### src/clsib_map.svh
/*
  Register addresses, field codes, fixed values and range limits of the
  climate sensor input register bank. Included by the bank, relay and read port modules.
*/
`ifndef CLSIB_MAP_SVH
`define CLSIB_MAP_SVH

// Input register addresses
`define CLSIB_ADDR_TEMP        8'h01
`define CLSIB_ADDR_HUM         8'h02
`define CLSIB_ADDR_DEW         8'h03
`define CLSIB_ADDR_RSVD_LO_FIRST 8'h04
`define CLSIB_ADDR_RSVD_LO_LAST  8'h0a
`define CLSIB_ADDR_TOUT        8'h0b
`define CLSIB_ADDR_HOUT        8'h0c
`define CLSIB_ADDR_TRELAY      8'h0d
`define CLSIB_ADDR_HRELAY      8'h0e
`define CLSIB_ADDR_TRANGE      8'h0f
`define CLSIB_ADDR_HRANGE      8'h10
`define CLSIB_ADDR_TSETP       8'h11
`define CLSIB_ADDR_HSETP       8'h12
`define CLSIB_ADDR_THYST       8'h13
`define CLSIB_ADDR_HHYST       8'h14
`define CLSIB_ADDR_TFLAG       8'h15
`define CLSIB_ADDR_HFLAG       8'h16
`define CLSIB_ADDR_RSVD_HI_FIRST 8'h17
`define CLSIB_ADDR_RSVD_HI_LAST  8'h1d
`define CLSIB_ADDR_LINK        8'h1e

// Fixed hysteresis, tenths
`define CLSIB_TEMP_HYST        16'h0014
`define CLSIB_HUM_HYST         16'h0032

// Range codes
`define CLSIB_RANGE_1          3'h1
`define CLSIB_RANGE_2          3'h2
`define CLSIB_RANGE_3          3'h3
`define CLSIB_RANGE_4          3'h4
`define CLSIB_RANGE_CUSTOM     3'h5

// Range limits, tenths
`define CLSIB_V_0              16'h0000
`define CLSIB_V_100            16'h0064
`define CLSIB_V_200            16'h00c8
`define CLSIB_V_300            16'h012c
`define CLSIB_V_400            16'h0190
`define CLSIB_V_500            16'h01f4
`define CLSIB_V_600            16'h0258
`define CLSIB_V_800            16'h0320
`define CLSIB_V_900            16'h0384
`define CLSIB_V_1000           16'h03e8

// Reset values of the active setpoints, and the full-scale output level
`define CLSIB_SETP_TEMP_RST    16'h00fa
`define CLSIB_SETP_HUM_RST     16'h01f4
`define CLSIB_OUT_FULL         16'h03e8

// Read pipeline latency in clock cycles
`define CLSIB_READ_LATENCY     2

`endif

### src/clsib_pkg.sv
/*
  Types shared by the climate sensor input register bank.
  Assumes clsib_map.svh is on the include path.
*/
package clsib_pkg;

  typedef struct packed {
    logic signed [15:0] temp;
    logic [15:0] hum;
    logic signed [15:0] dew;
  } clsib_meas_t;

  typedef struct packed {
    logic [15:0] lo;
    logic [15:0] hi;
  } clsib_span_t;

  typedef struct packed {
    logic [2:0] range_code;
    logic signed [15:0] setpoint;
    clsib_span_t custom;
  } clsib_sel_t;

  typedef enum logic [1:0] {
    CLSIB_RD_IDLE = 2'b00,
    CLSIB_RD_LOOK = 2'b01,
    CLSIB_RD_DONE = 2'b11
  } clsib_rd_state_t;

endpackage

### src/clsib_bank.sv
/*
  Climate sensor input register bank: selects active ranges and setpoints,
  drives the analogue levels and relays, and answers input-register reads.
  Measurements, trimmers and holding values come from logic on the
  same clock; the sensor link flag and jumpers from pins pass a synchroniser.
*/
`timescale 1ns/10ps
`include "clsib_map.svh"

// Overview of operation
// RULE_01: Report temperature, humidity, dew point in tenths.
// RULE_02: Report both analogue output levels, 0 to 1000. In overwrite the code passes the master's values unclipped.
// RULE_03: Temperature relay state at address 13.
// RULE_04: Humidity relay state at address 14.
// RULE_05: Report active temperature range code 1-5.
// RULE_06: Report active humidity range code 1-5.
// RULE_07: Report active temperature setpoint, 0 to 500.
// RULE_08: Report active humidity setpoint, 0 to 1000.
// RULE_09: Temperature hysteresis reads fixed value 20.
// RULE_10: Humidity hysteresis reads fixed value 50.
// RULE_11: Flag temperature setpoint outside working range.
// RULE_12: Flag humidity setpoint outside working range.
// RULE_13: Flag lost sensor module communication.
// RULE_14: Mode 1 uses holding values, else jumpers.
// RULE_15: Overwrite outputs only when mode and overwrite set.
// RULE_16: Reserved addresses read zero.
// RULE_17: Read returns current 16-bit register value.
// RULE_18: Relay on at setpoint, off past hysteresis.
module clsib_bank #(
  parameter int WIDTH = 16
) (
  // Clock and reset
  input wire logic clock_i,
  input wire logic rst_i,
  // Measurements from the sensor front end
  input wire clsib_pkg::clsib_meas_t meas_i,
  input wire logic sensor_link_lost_i,
  // Standalone selections from jumpers and trimmers
  input wire logic [2:0] jumper_temp_range_i,
  input wire logic [2:0] jumper_hum_range_i,
  input wire logic [15:0] trimmer_temp_setpoint_i,
  input wire logic [15:0] trimmer_hum_setpoint_i,
  // Holding register values
  input wire logic operating_mode_i,
  input wire logic output_overwrite_i,
  input wire clsib_pkg::clsib_sel_t hold_temp_i,
  input wire clsib_pkg::clsib_sel_t hold_hum_i,
  input wire logic [15:0] overwrite_temp_level_i,
  input wire logic [15:0] overwrite_hum_level_i,
  // Input register read port
  input wire logic rd_req_i,
  input wire logic [7:0] rd_addr_i,
  output logic rd_valid_o,
  output logic [15:0] rd_data_o,
  // Outputs to the analogue stages and relay drivers
  output logic [15:0] temperature_analogue_out_o,
  output logic [15:0] humidity_analogue_out_o,
  output logic first_relay_normally_open_o,
  output logic second_relay_normally_open_o
);

  logic link_meta_r;
  logic link_sync_r;
  logic [2:0] jt_meta_r;
  logic [2:0] jt_sync_r;
  logic [2:0] jh_meta_r;
  logic [2:0] jh_sync_r;
  logic [2:0] temp_range_r;
  logic [2:0] hum_range_r;
  logic [15:0] temp_setp_r;
  logic [15:0] hum_setp_r;
  clsib_pkg::clsib_span_t temp_span_r;
  clsib_pkg::clsib_span_t hum_span_r;
  logic [15:0] temp_level_r;
  logic [15:0] hum_level_r;
  clsib_pkg::clsib_meas_t meas_r;
  logic temp_relay;
  logic hum_relay;
  logic temp_oor;
  logic hum_oor;
  logic [7:0] look_addr;
  logic [15:0] look_data;

  // Fixed table of the four preset spans plus the custom one
  function automatic clsib_pkg::clsib_span_t temp_span(input logic [2:0] code,
                                                       input clsib_pkg::clsib_span_t custom);
    clsib_pkg::clsib_span_t s;
    s.lo = `CLSIB_V_0;
    s.hi = `CLSIB_V_300;
    case (code)
      `CLSIB_RANGE_2: begin
        s.lo = `CLSIB_V_100;
        s.hi = `CLSIB_V_400;
      end
      `CLSIB_RANGE_3: begin
        s.lo = `CLSIB_V_200;
        s.hi = `CLSIB_V_500;
      end
      `CLSIB_RANGE_4: s.hi = `CLSIB_V_500;
      `CLSIB_RANGE_CUSTOM: s = custom;
      default: s.hi = `CLSIB_V_300;
    endcase
    return s;
  endfunction

  function automatic clsib_pkg::clsib_span_t hum_span(input logic [2:0] code,
                                                      input clsib_pkg::clsib_span_t custom);
    clsib_pkg::clsib_span_t s;
    s.lo = `CLSIB_V_200;
    s.hi = `CLSIB_V_900;
    case (code)
      `CLSIB_RANGE_2: begin
        s.lo = `CLSIB_V_0;
        s.hi = `CLSIB_V_600;
      end
      `CLSIB_RANGE_3: begin
        s.lo = `CLSIB_V_0;
        s.hi = `CLSIB_V_800;
      end
      `CLSIB_RANGE_4: begin
        s.lo = `CLSIB_V_0;
        s.hi = `CLSIB_V_1000;
      end
      `CLSIB_RANGE_CUSTOM: s = custom;
      default: s.hi = `CLSIB_V_900;
    endcase
    return s;
  endfunction

  // Codes outside 1..5 fall back to the first range
  function automatic logic [2:0] legal_code(input logic [2:0] code);
    if (code >= `CLSIB_RANGE_1 && code <= `CLSIB_RANGE_CUSTOM) begin
      return code;
    end
    return `CLSIB_RANGE_1;
  endfunction

  // Jumpers have no custom position, so 5 falls back to the first range too
  function automatic logic [2:0] jumper_code(input logic [2:0] code);
    if (code == `CLSIB_RANGE_CUSTOM) begin
      return `CLSIB_RANGE_1;
    end
    return legal_code(code);
  endfunction

  // Level of a measurement across the active span, 0 to 1000
  function automatic logic [15:0] scale(input logic signed [15:0] v,
                                        input clsib_pkg::clsib_span_t s);
    logic signed [17:0] num;
    logic [15:0] den;
    logic [31:0] q;
    num = 18'(v) - 18'($signed({1'b0, s.lo}));
    den = s.hi - s.lo;
    q = 32'h0;
    // Below the span clips to 0; a custom span with hi <= lo reads 0 as well
    if (num <= 18'sd0 || s.hi <= s.lo) begin
      return 16'h0000;
    end
    q = (32'(num) * 32'(`CLSIB_OUT_FULL)) / 32'(den);
    if (q > 32'(`CLSIB_OUT_FULL)) begin
      return `CLSIB_OUT_FULL;
    end
    return q[15:0];
  endfunction

  // Pin-level inputs: two flops before use; only the second flop is read
  always_ff @(posedge clock_i) begin
    if (rst_i) begin
      link_meta_r <= 1'b0;
      link_sync_r <= 1'b0;
    end else begin
      link_meta_r <= sensor_link_lost_i;
      link_sync_r <= link_meta_r; // RULE_13
    end
  end

  // Bits of a moving jumper may land a cycle apart, so one odd code can pass briefly
  always_ff @(posedge clock_i) begin
    if (rst_i) begin
      jt_meta_r <= `CLSIB_RANGE_1;
      jt_sync_r <= `CLSIB_RANGE_1;
    end else begin
      jt_meta_r <= jumper_temp_range_i;
      jt_sync_r <= jt_meta_r;
    end
  end

  always_ff @(posedge clock_i) begin
    if (rst_i) begin
      jh_meta_r <= `CLSIB_RANGE_1;
      jh_sync_r <= `CLSIB_RANGE_1;
    end else begin
      jh_meta_r <= jumper_hum_range_i;
      jh_sync_r <= jh_meta_r;
    end
  end

  // One registered copy feeds relays, levels and reads alike
  always_ff @(posedge clock_i) begin
    if (rst_i) begin
      meas_r <= '0;
    end else begin
      meas_r <= meas_i; // RULE_01
    end
  end

  // Source of ranges
  always_ff @(posedge clock_i) begin
    if (rst_i) begin
      temp_range_r <= `CLSIB_RANGE_1;
      hum_range_r <= `CLSIB_RANGE_1;
    end else if (operating_mode_i) begin
      temp_range_r <= legal_code(hold_temp_i.range_code); // RULE_14
      hum_range_r <= legal_code(hold_hum_i.range_code); // RULE_14
    end else begin
      temp_range_r <= jumper_code(jt_sync_r); // RULE_14
      hum_range_r <= jumper_code(jh_sync_r); // RULE_14
    end
  end

  // Setpoints pass unclipped; a value outside the span shows in the flags instead
  always_ff @(posedge clock_i) begin
    if (rst_i) begin
      temp_setp_r <= `CLSIB_SETP_TEMP_RST;
      hum_setp_r <= `CLSIB_SETP_HUM_RST;
    end else if (operating_mode_i) begin
      temp_setp_r <= hold_temp_i.setpoint; // RULE_07
      hum_setp_r <= hold_hum_i.setpoint; // RULE_08
    end else begin
      temp_setp_r <= trimmer_temp_setpoint_i; // RULE_07
      hum_setp_r <= trimmer_hum_setpoint_i; // RULE_08
    end
  end

  always_ff @(posedge clock_i) begin
    if (rst_i) begin
      temp_span_r <= '0;
    end else begin
      temp_span_r <= temp_span(temp_range_r, hold_temp_i.custom); // RULE_05
    end
  end

  always_ff @(posedge clock_i) begin
    if (rst_i) begin
      hum_span_r <= '0;
    end else begin
      hum_span_r <= hum_span(hum_range_r, hold_hum_i.custom); // RULE_06
    end
  end

  // Analogue levels; overwrite only in bus mode
  always_ff @(posedge clock_i) begin
    if (rst_i) begin
      temp_level_r <= 16'h0000;
    end else if (operating_mode_i && output_overwrite_i) begin
      temp_level_r <= overwrite_temp_level_i; // RULE_15
    end else begin
      temp_level_r <= scale(meas_r.temp, temp_span_r); // RULE_02
    end
  end

  // Overwrite values pass unclipped, so the master owns their range
  always_ff @(posedge clock_i) begin
    if (rst_i) begin
      hum_level_r <= 16'h0000;
    end else if (operating_mode_i && output_overwrite_i) begin
      hum_level_r <= overwrite_hum_level_i; // RULE_15
    end else begin
      hum_level_r <= scale($signed(meas_r.hum), hum_span_r); // RULE_02
    end
  end

  // Small setpoints give a negative release level, which the relay handles
  clsib_relay #(
    .WIDTH(WIDTH)
  ) u_temp_relay (
    .clock_i(clock_i),
    .rst_i(rst_i),
    .value_i(meas_r.temp),
    .setpoint_i(temp_setp_r),
    .hyst_i(`CLSIB_TEMP_HYST),
    .range_lo_i(temp_span_r.lo),
    .range_hi_i(temp_span_r.hi),
    .relay_o(temp_relay),
    .out_of_range_o(temp_oor)
  );

  // Humidity is unsigned but never above 1000, so a signed compare is safe
  clsib_relay #(
    .WIDTH(WIDTH)
  ) u_hum_relay (
    .clock_i(clock_i),
    .rst_i(rst_i),
    .value_i($signed(meas_r.hum)),
    .setpoint_i(hum_setp_r),
    .hyst_i(`CLSIB_HUM_HYST),
    .range_lo_i(hum_span_r.lo),
    .range_hi_i(hum_span_r.hi),
    .relay_o(hum_relay),
    .out_of_range_o(hum_oor)
  );

  // Register decode; reserved and unmapped words read zero
  always_comb begin
    look_data = 16'h0000; // RULE_16
    // Signed words go out as their raw two's complement bits
    case (look_addr)
      `CLSIB_ADDR_TEMP: look_data = meas_r.temp; // RULE_01
      `CLSIB_ADDR_HUM: look_data = meas_r.hum; // RULE_01
      `CLSIB_ADDR_DEW: look_data = meas_r.dew; // RULE_01
      `CLSIB_ADDR_TOUT: look_data = temp_level_r; // RULE_02
      `CLSIB_ADDR_HOUT: look_data = hum_level_r; // RULE_02
      `CLSIB_ADDR_TRELAY: look_data = {15'h0000, temp_relay}; // RULE_03
      `CLSIB_ADDR_HRELAY: look_data = {15'h0000, hum_relay}; // RULE_04
      `CLSIB_ADDR_TRANGE: look_data = {13'h0000, temp_range_r}; // RULE_05
      `CLSIB_ADDR_HRANGE: look_data = {13'h0000, hum_range_r}; // RULE_06
      `CLSIB_ADDR_TSETP: look_data = temp_setp_r; // RULE_07
      `CLSIB_ADDR_HSETP: look_data = hum_setp_r; // RULE_08
      `CLSIB_ADDR_THYST: look_data = `CLSIB_TEMP_HYST; // RULE_09
      `CLSIB_ADDR_HHYST: look_data = `CLSIB_HUM_HYST; // RULE_10
      `CLSIB_ADDR_TFLAG: look_data = {15'h0000, temp_oor}; // RULE_11
      `CLSIB_ADDR_HFLAG: look_data = {15'h0000, hum_oor}; // RULE_12
      `CLSIB_ADDR_LINK: look_data = {15'h0000, link_sync_r}; // RULE_13
      default: look_data = 16'h0000; // RULE_16
    endcase
  end

  // Two-cycle answer keeps the decode out of the request path
  clsib_read_port u_read_port (
    .clock_i(clock_i),
    .rst_i(rst_i),
    .rd_req_i(rd_req_i),
    .rd_addr_i(rd_addr_i),
    .look_addr_o(look_addr),
    .look_data_i(look_data),
    .rd_valid_o(rd_valid_o),
    .rd_data_o(rd_data_o)
  );

  // Pins and registers share the same flops, so they never disagree
  assign temperature_analogue_out_o = temp_level_r;
  assign humidity_analogue_out_o = hum_level_r;
  assign first_relay_normally_open_o = temp_relay; // RULE_03
  assign second_relay_normally_open_o = hum_relay; // RULE_04

endmodule

### src/clsib_relay.sv
/*
  One relay channel: setpoint switching with hysteresis and the
  setpoint-outside-range flag. Inputs come from the same clock domain.
*/
`timescale 1ns/10ps
`include "clsib_map.svh"

module clsib_relay #(
  parameter int WIDTH = 16
) (
  // Clock and reset
  input wire logic clock_i,
  input wire logic rst_i,
  // Operating values
  input wire logic signed [WIDTH-1:0] value_i,
  input wire logic signed [WIDTH-1:0] setpoint_i,
  input wire logic signed [WIDTH-1:0] hyst_i,
  input wire logic [WIDTH-1:0] range_lo_i,
  input wire logic [WIDTH-1:0] range_hi_i,
  // Results
  output logic relay_o,
  output logic out_of_range_o
);

  logic relay_r;
  logic oor_r;
  logic signed [WIDTH:0] release_lvl;

  // One bit wider so a small setpoint minus hysteresis cannot wrap
  assign release_lvl = {setpoint_i[WIDTH-1], setpoint_i} - {hyst_i[WIDTH-1], hyst_i};

  always_ff @(posedge clock_i) begin
    if (rst_i) begin
      relay_r <= 1'b0;
    end else if (!relay_r && value_i >= setpoint_i) begin
      relay_r <= 1'b1; // RULE_18
    end else if (relay_r && $signed({value_i[WIDTH-1], value_i}) <= release_lvl) begin
      relay_r <= 1'b0; // RULE_18
    end
  end

  always_ff @(posedge clock_i) begin
    if (rst_i) begin
      oor_r <= 1'b0;
    end else begin
      oor_r <= setpoint_i < $signed({1'b0, range_lo_i[WIDTH-2:0]}) ||
               setpoint_i > $signed({1'b0, range_hi_i[WIDTH-2:0]});
    end
  end

  assign relay_o = relay_r;
  assign out_of_range_o = oor_r;

endmodule

### src/clsib_read_port.sv
/*
  Read port of the input register bank: takes an address, presents the
  word two cycles later. Reading has no side effects.
*/
`timescale 1ns/10ps
`include "clsib_map.svh"

module clsib_read_port (
  // Clock and reset
  input wire logic clock_i,
  input wire logic rst_i,
  // Request
  input wire logic rd_req_i,
  input wire logic [7:0] rd_addr_i,
  // Word supplied by the bank for the held address
  output logic [7:0] look_addr_o,
  input wire logic [15:0] look_data_i,
  // Answer
  output logic rd_valid_o,
  output logic [15:0] rd_data_o
);

  clsib_pkg::clsib_rd_state_t state_r;
  clsib_pkg::clsib_rd_state_t state_nxt;
  logic [7:0] addr_r;
  logic [15:0] data_r;

  always_comb begin
    state_nxt = state_r;
    case (state_r)
      clsib_pkg::CLSIB_RD_IDLE: begin
        if (rd_req_i) begin
          state_nxt = clsib_pkg::CLSIB_RD_LOOK;
        end
      end
      clsib_pkg::CLSIB_RD_LOOK: state_nxt = clsib_pkg::CLSIB_RD_DONE;
      clsib_pkg::CLSIB_RD_DONE: state_nxt = clsib_pkg::CLSIB_RD_IDLE;
      default: state_nxt = clsib_pkg::CLSIB_RD_IDLE;
    endcase
  end

  always_ff @(posedge clock_i) begin
    if (rst_i) begin
      state_r <= clsib_pkg::CLSIB_RD_IDLE;
    end else begin
      state_r <= state_nxt;
    end
  end

  always_ff @(posedge clock_i) begin
    if (rst_i) begin
      addr_r <= 8'h00;
    end else if (state_r == clsib_pkg::CLSIB_RD_IDLE && rd_req_i) begin
      addr_r <= rd_addr_i;
    end
  end

  always_ff @(posedge clock_i) begin
    if (rst_i) begin
      data_r <= 16'h0000;
    end else if (state_r == clsib_pkg::CLSIB_RD_LOOK) begin
      data_r <= look_data_i; // RULE_17
    end
  end

  assign look_addr_o = addr_r;
  assign rd_valid_o = (state_r == clsib_pkg::CLSIB_RD_DONE);
  assign rd_data_o = data_r;

endmodule

### config.mk
export PLATFORM = sky130hd
export DESIGN_NAME = clsib_bank
export DESIGN_NICKNAME = d
export VERILOG_FILES = /design/src/clsib_pkg.sv /design/src/clsib_bank.sv /design/src/clsib_relay.sv /design/src/clsib_read_port.sv
export VERILOG_INCLUDE_DIRS = /design/src
export SDC_FILE = /design/constraint.sdc
export NUM_CORES = 2
export LEC_CHECK = 0
export ABC_AREA = 1
export ABC_CLOCK_PERIOD_IN_PS = 91800
export BUFFER_PORTS_ARGS = -buffer_cell sky130_fd_sc_hd__buf_2
export CORE_UTILIZATION = 45
export DETAILED_ROUTE_END_ITERATION = 10
export SETUP_SLACK_MARGIN = 0.05
export SLEW_MARGIN = 10
export SYNTH_ARGS = -nofsm -noshare
export SYNTH_HDL_FRONTEND = slang
export SYNTH_HIERARCHICAL = 1
export SYNTH_SLANG_ARGS = --single-unit
### constraint.sdc
create_clock -name clock_i -period 91.8 [get_ports clock_i]
set_clock_uncertainty 0.1 [all_clocks]
set_input_delay 22.95 -clock clock_i [delete_from_list [all_inputs] [get_ports clock_i]]
set_output_delay 22.95 -clock clock_i [all_outputs]
set_load 0.01 [all_outputs]
==> results.md <==
- Layout cells sized above 1: 15.10%
- Cts bufs inserted: 25
- Total wire length: 242,400 um
- Die ar.: 158,700 um2
- IO Pins: 285
- Setup CP Type: reg2reg
- Sequential share of the synthesized area: 6.400%
- Yosys reg bits: 226
- Largest net degree at the start of global routing: 77
- P&R area growth vs syn: 13.29%
- CTS tree: built
- Fmax: 11.86 MHz
- Largest stage delay on the critical path: 0.52 ns
- Die W: 398.4 um
- Nets: 13.55k
- FF/Latch Area: 4528 um2
- Top cell by count, worst path: nand2_1
- Gpl congestion: 0.9694
- Dpl hpwl: 198,700 um
- Crit Reg-Reg Startpoint: meas_r[32]
- Worst reg-to-reg setup slack: 7.47 ns
- Worst-skew pair later-pin latency: 0.60 ns
- WP data arrival: 84.65 ns
- CP Capture Type: flip-flop
- Post-synth EDFFs: 0
- Slowest cell on the critical path: fa_1
- Hold endpoint: link_sync_r
- Routed vias/inst: 5.309
- Die height: 398.4 um
- Fillers: 16.25k
- GR Util All Layers: 29.12%
- CP required: 92.12 ns
- Sink Count: 226
- Htree depth: 1
- Critical Path Start Type: flip-flop
- Wire length per cell: 17.12 um
- Final period utilization: 91.86%
- Setup WS pre-CTS: -1.568 ns
- Post-synth top cells: 2,648 x nand2_1, 1,815 x inv_1, 1,113 x ha_1
- Initial Utilization: 45.31%
- Finished Cell Area: 80,090 um2
- Row count: 145
- Least-Margin Pin Slew: 1.134 ns
- Count leader, synth: nand2_1
- Async S/R FF share, synth: 0%
- IO buf count: 284
- Synth area leader: ha_1
- Final TNS setup: 0 ns
- Hold Path Stages: 2
- # hold bufs at CTS: 0
- Worst hold path type: reg2reg
- Drt initial violations: 5,087
- Count of pins over their slew limit: 0
- Setup-failing EPs final: 0
- Final min period: 84.33 ns
- Number of library cell types mapped by synthesis: 91
- Fin util: 51.33%
- Maximum clock path buffer count: 3
- Crit Path Max Fanout: 22
- Yosys Warn Count: 6
- First-pass GRT wire length: 373,500 um
- Main synth FF type: dfxtp_1
- Hold_sp: link_meta_r
- Cell area after synthesis: 70,690 um2
- Reg2reg end: temperature_analogue_out_o[3]
- PnR worst setup slack: 7.469 ns
- Status: complete, no violations
- Slew HR: 24.30%
- Top-area cell type share of the netlist area: 19.70%
- CTS Root Buffer Type: clkbuf_16
- DRC Markers: 0
- Top cells by area, synth: ha_1 20%, nand2_1 14%, inv_1 9.6%
- Core area: 156,000 um2
- Vias in the first global route: 68.95k
- Max Cap Viol: 0
- Post-DP Area: 76,300 um2
- Syn_area_per_cell: 6.201 um2
- Total global routing overflow: 0
- Vias: 75.16k
- Reg clk slew, reported paths: 0.06 ns
- Post-Synthesis Cells: 11.40k
- Multi-input gate area: 59,590 um2
- Detail Route Antenna Nets: 0
- Worst reg-to-reg path cell count: 638
- DR pass1 iterations: 5
- Hold violation count in the final report: 0
- Initial antenna violation count: 12
## sequential cells by signal, summed over array words and instances (netlist names), 16 cells and up
signal and flops:
meas_r 48, hum_span_r 32, temp_span_r 32, hum_setp_r 16, humidity_analogue_out_o 16, temp_setp_r 16
temperature_analogue_out_o 16, u_read_port/rd_data_o 16
## cell usage in the layout, fill, tap and decap left out, drive strengths merged, types with 113 or more instances in the layout
cell	n
nor3	121
a21oi	828
fa	124
or2	113
dfxtp	226
ha	1113
nand2	2820
xor2	504
nand4	213
o21ai	773
nor2	1041
buf	789
inv	1860
nand3	685
xnor2	261
## cell families (layout without fill, tap and decap cells)
group / Yosys count / count (layout) / share of synthesized area [%]
compound gates: 2027 / 2027 / 16.28
fa+ha+maj: 1237 / 1237 / 23.21
other cells: 2 / 38 / 0.01062
buf+inv: 2071 / 2721 / 12.01
flops: 226 / 226 / 6.400
simple gates: 5070 / 5082 / 32.54
xor+xnor: 765 / 765 / 9.521
mux: 2 / 2 / 0.02832
## layer usage
metal	share of wire (%)	up-vias	global-route usage, %
met4	2.5	6	6.500
met1	48	34590	41.09
met2	45	1775	48.10
met3	4.7	273	2.008
met5	0.019	-	0
li1	-	38510	-
## worst max-delay path: cells and delay by family, from the launching register on
| family | cells | cell delay (ns) |
|---|---|---|
| compound gates | 258 | 38.18 |
| xor+xnor | 2 | 0.39 |
| fa+ha+maj | 39 | 12.59 |
| buf+inv | 129 | 10.67 |
| flops | 1 | 0.35 |
| simple gates | 210 | 21.79 |
## stage by stage
stage	hold WS, ns	cells
2_1_floorplan	0.2883	11430
3_3_place_gp	0.2915	13940
3_5_place_dp	0.2940	13940
4_1_cts	0.3033	14000
5_1_grt	0.3289	14150
6_report	0.3027	14160
## cell type report
class | instances | share of cell area, %
Inverter | 1886 | 8.961
Clock inverter | 14 | 0.2843
Sequential cell | 226 | 5.654
Multi-Input combinational cell | 9147 | 74.41
Timing Repair inverter | 1 | 0.006249
Clock buffer | 30 | 0.8296
Tap cell | 2058 | 3.215
Antenna cell | 4 | 0.01250
Timing Repair Buffer | 790 | 6.630
## worst max path at each step
stage / endpoint / cells past startpoint / from
after floorplan: temperature_analogue_out_o[3] / 673 / meas_r[32]
after global placement: humidity_analogue_out_o[6] / 621 / meas_r[16]
after detailed placement: temperature_analogue_out_o[3] / 637 / meas_r[32]
after CTS: temperature_analogue_out_o[3] / 643 / meas_r[32]
after global routing: temperature_analogue_out_o[3] / 648 / meas_r[32]
final: temperature_analogue_out_o[3] / 638 / meas_r[32]
## repair_timing
action | 4_1_cts | 5_1_grt
pin swaps | 3 | 137
setup buffers | 6 | 145
resized for setup | 22 | 450
setup endpoints to repair | 20 | 20
cloned | 3 | 11
hold endpoints to repair | 0 | 0
Power is not shown: default switching activity piles up to over one toggle a cycle in this logic, so the estimate is an artifact.
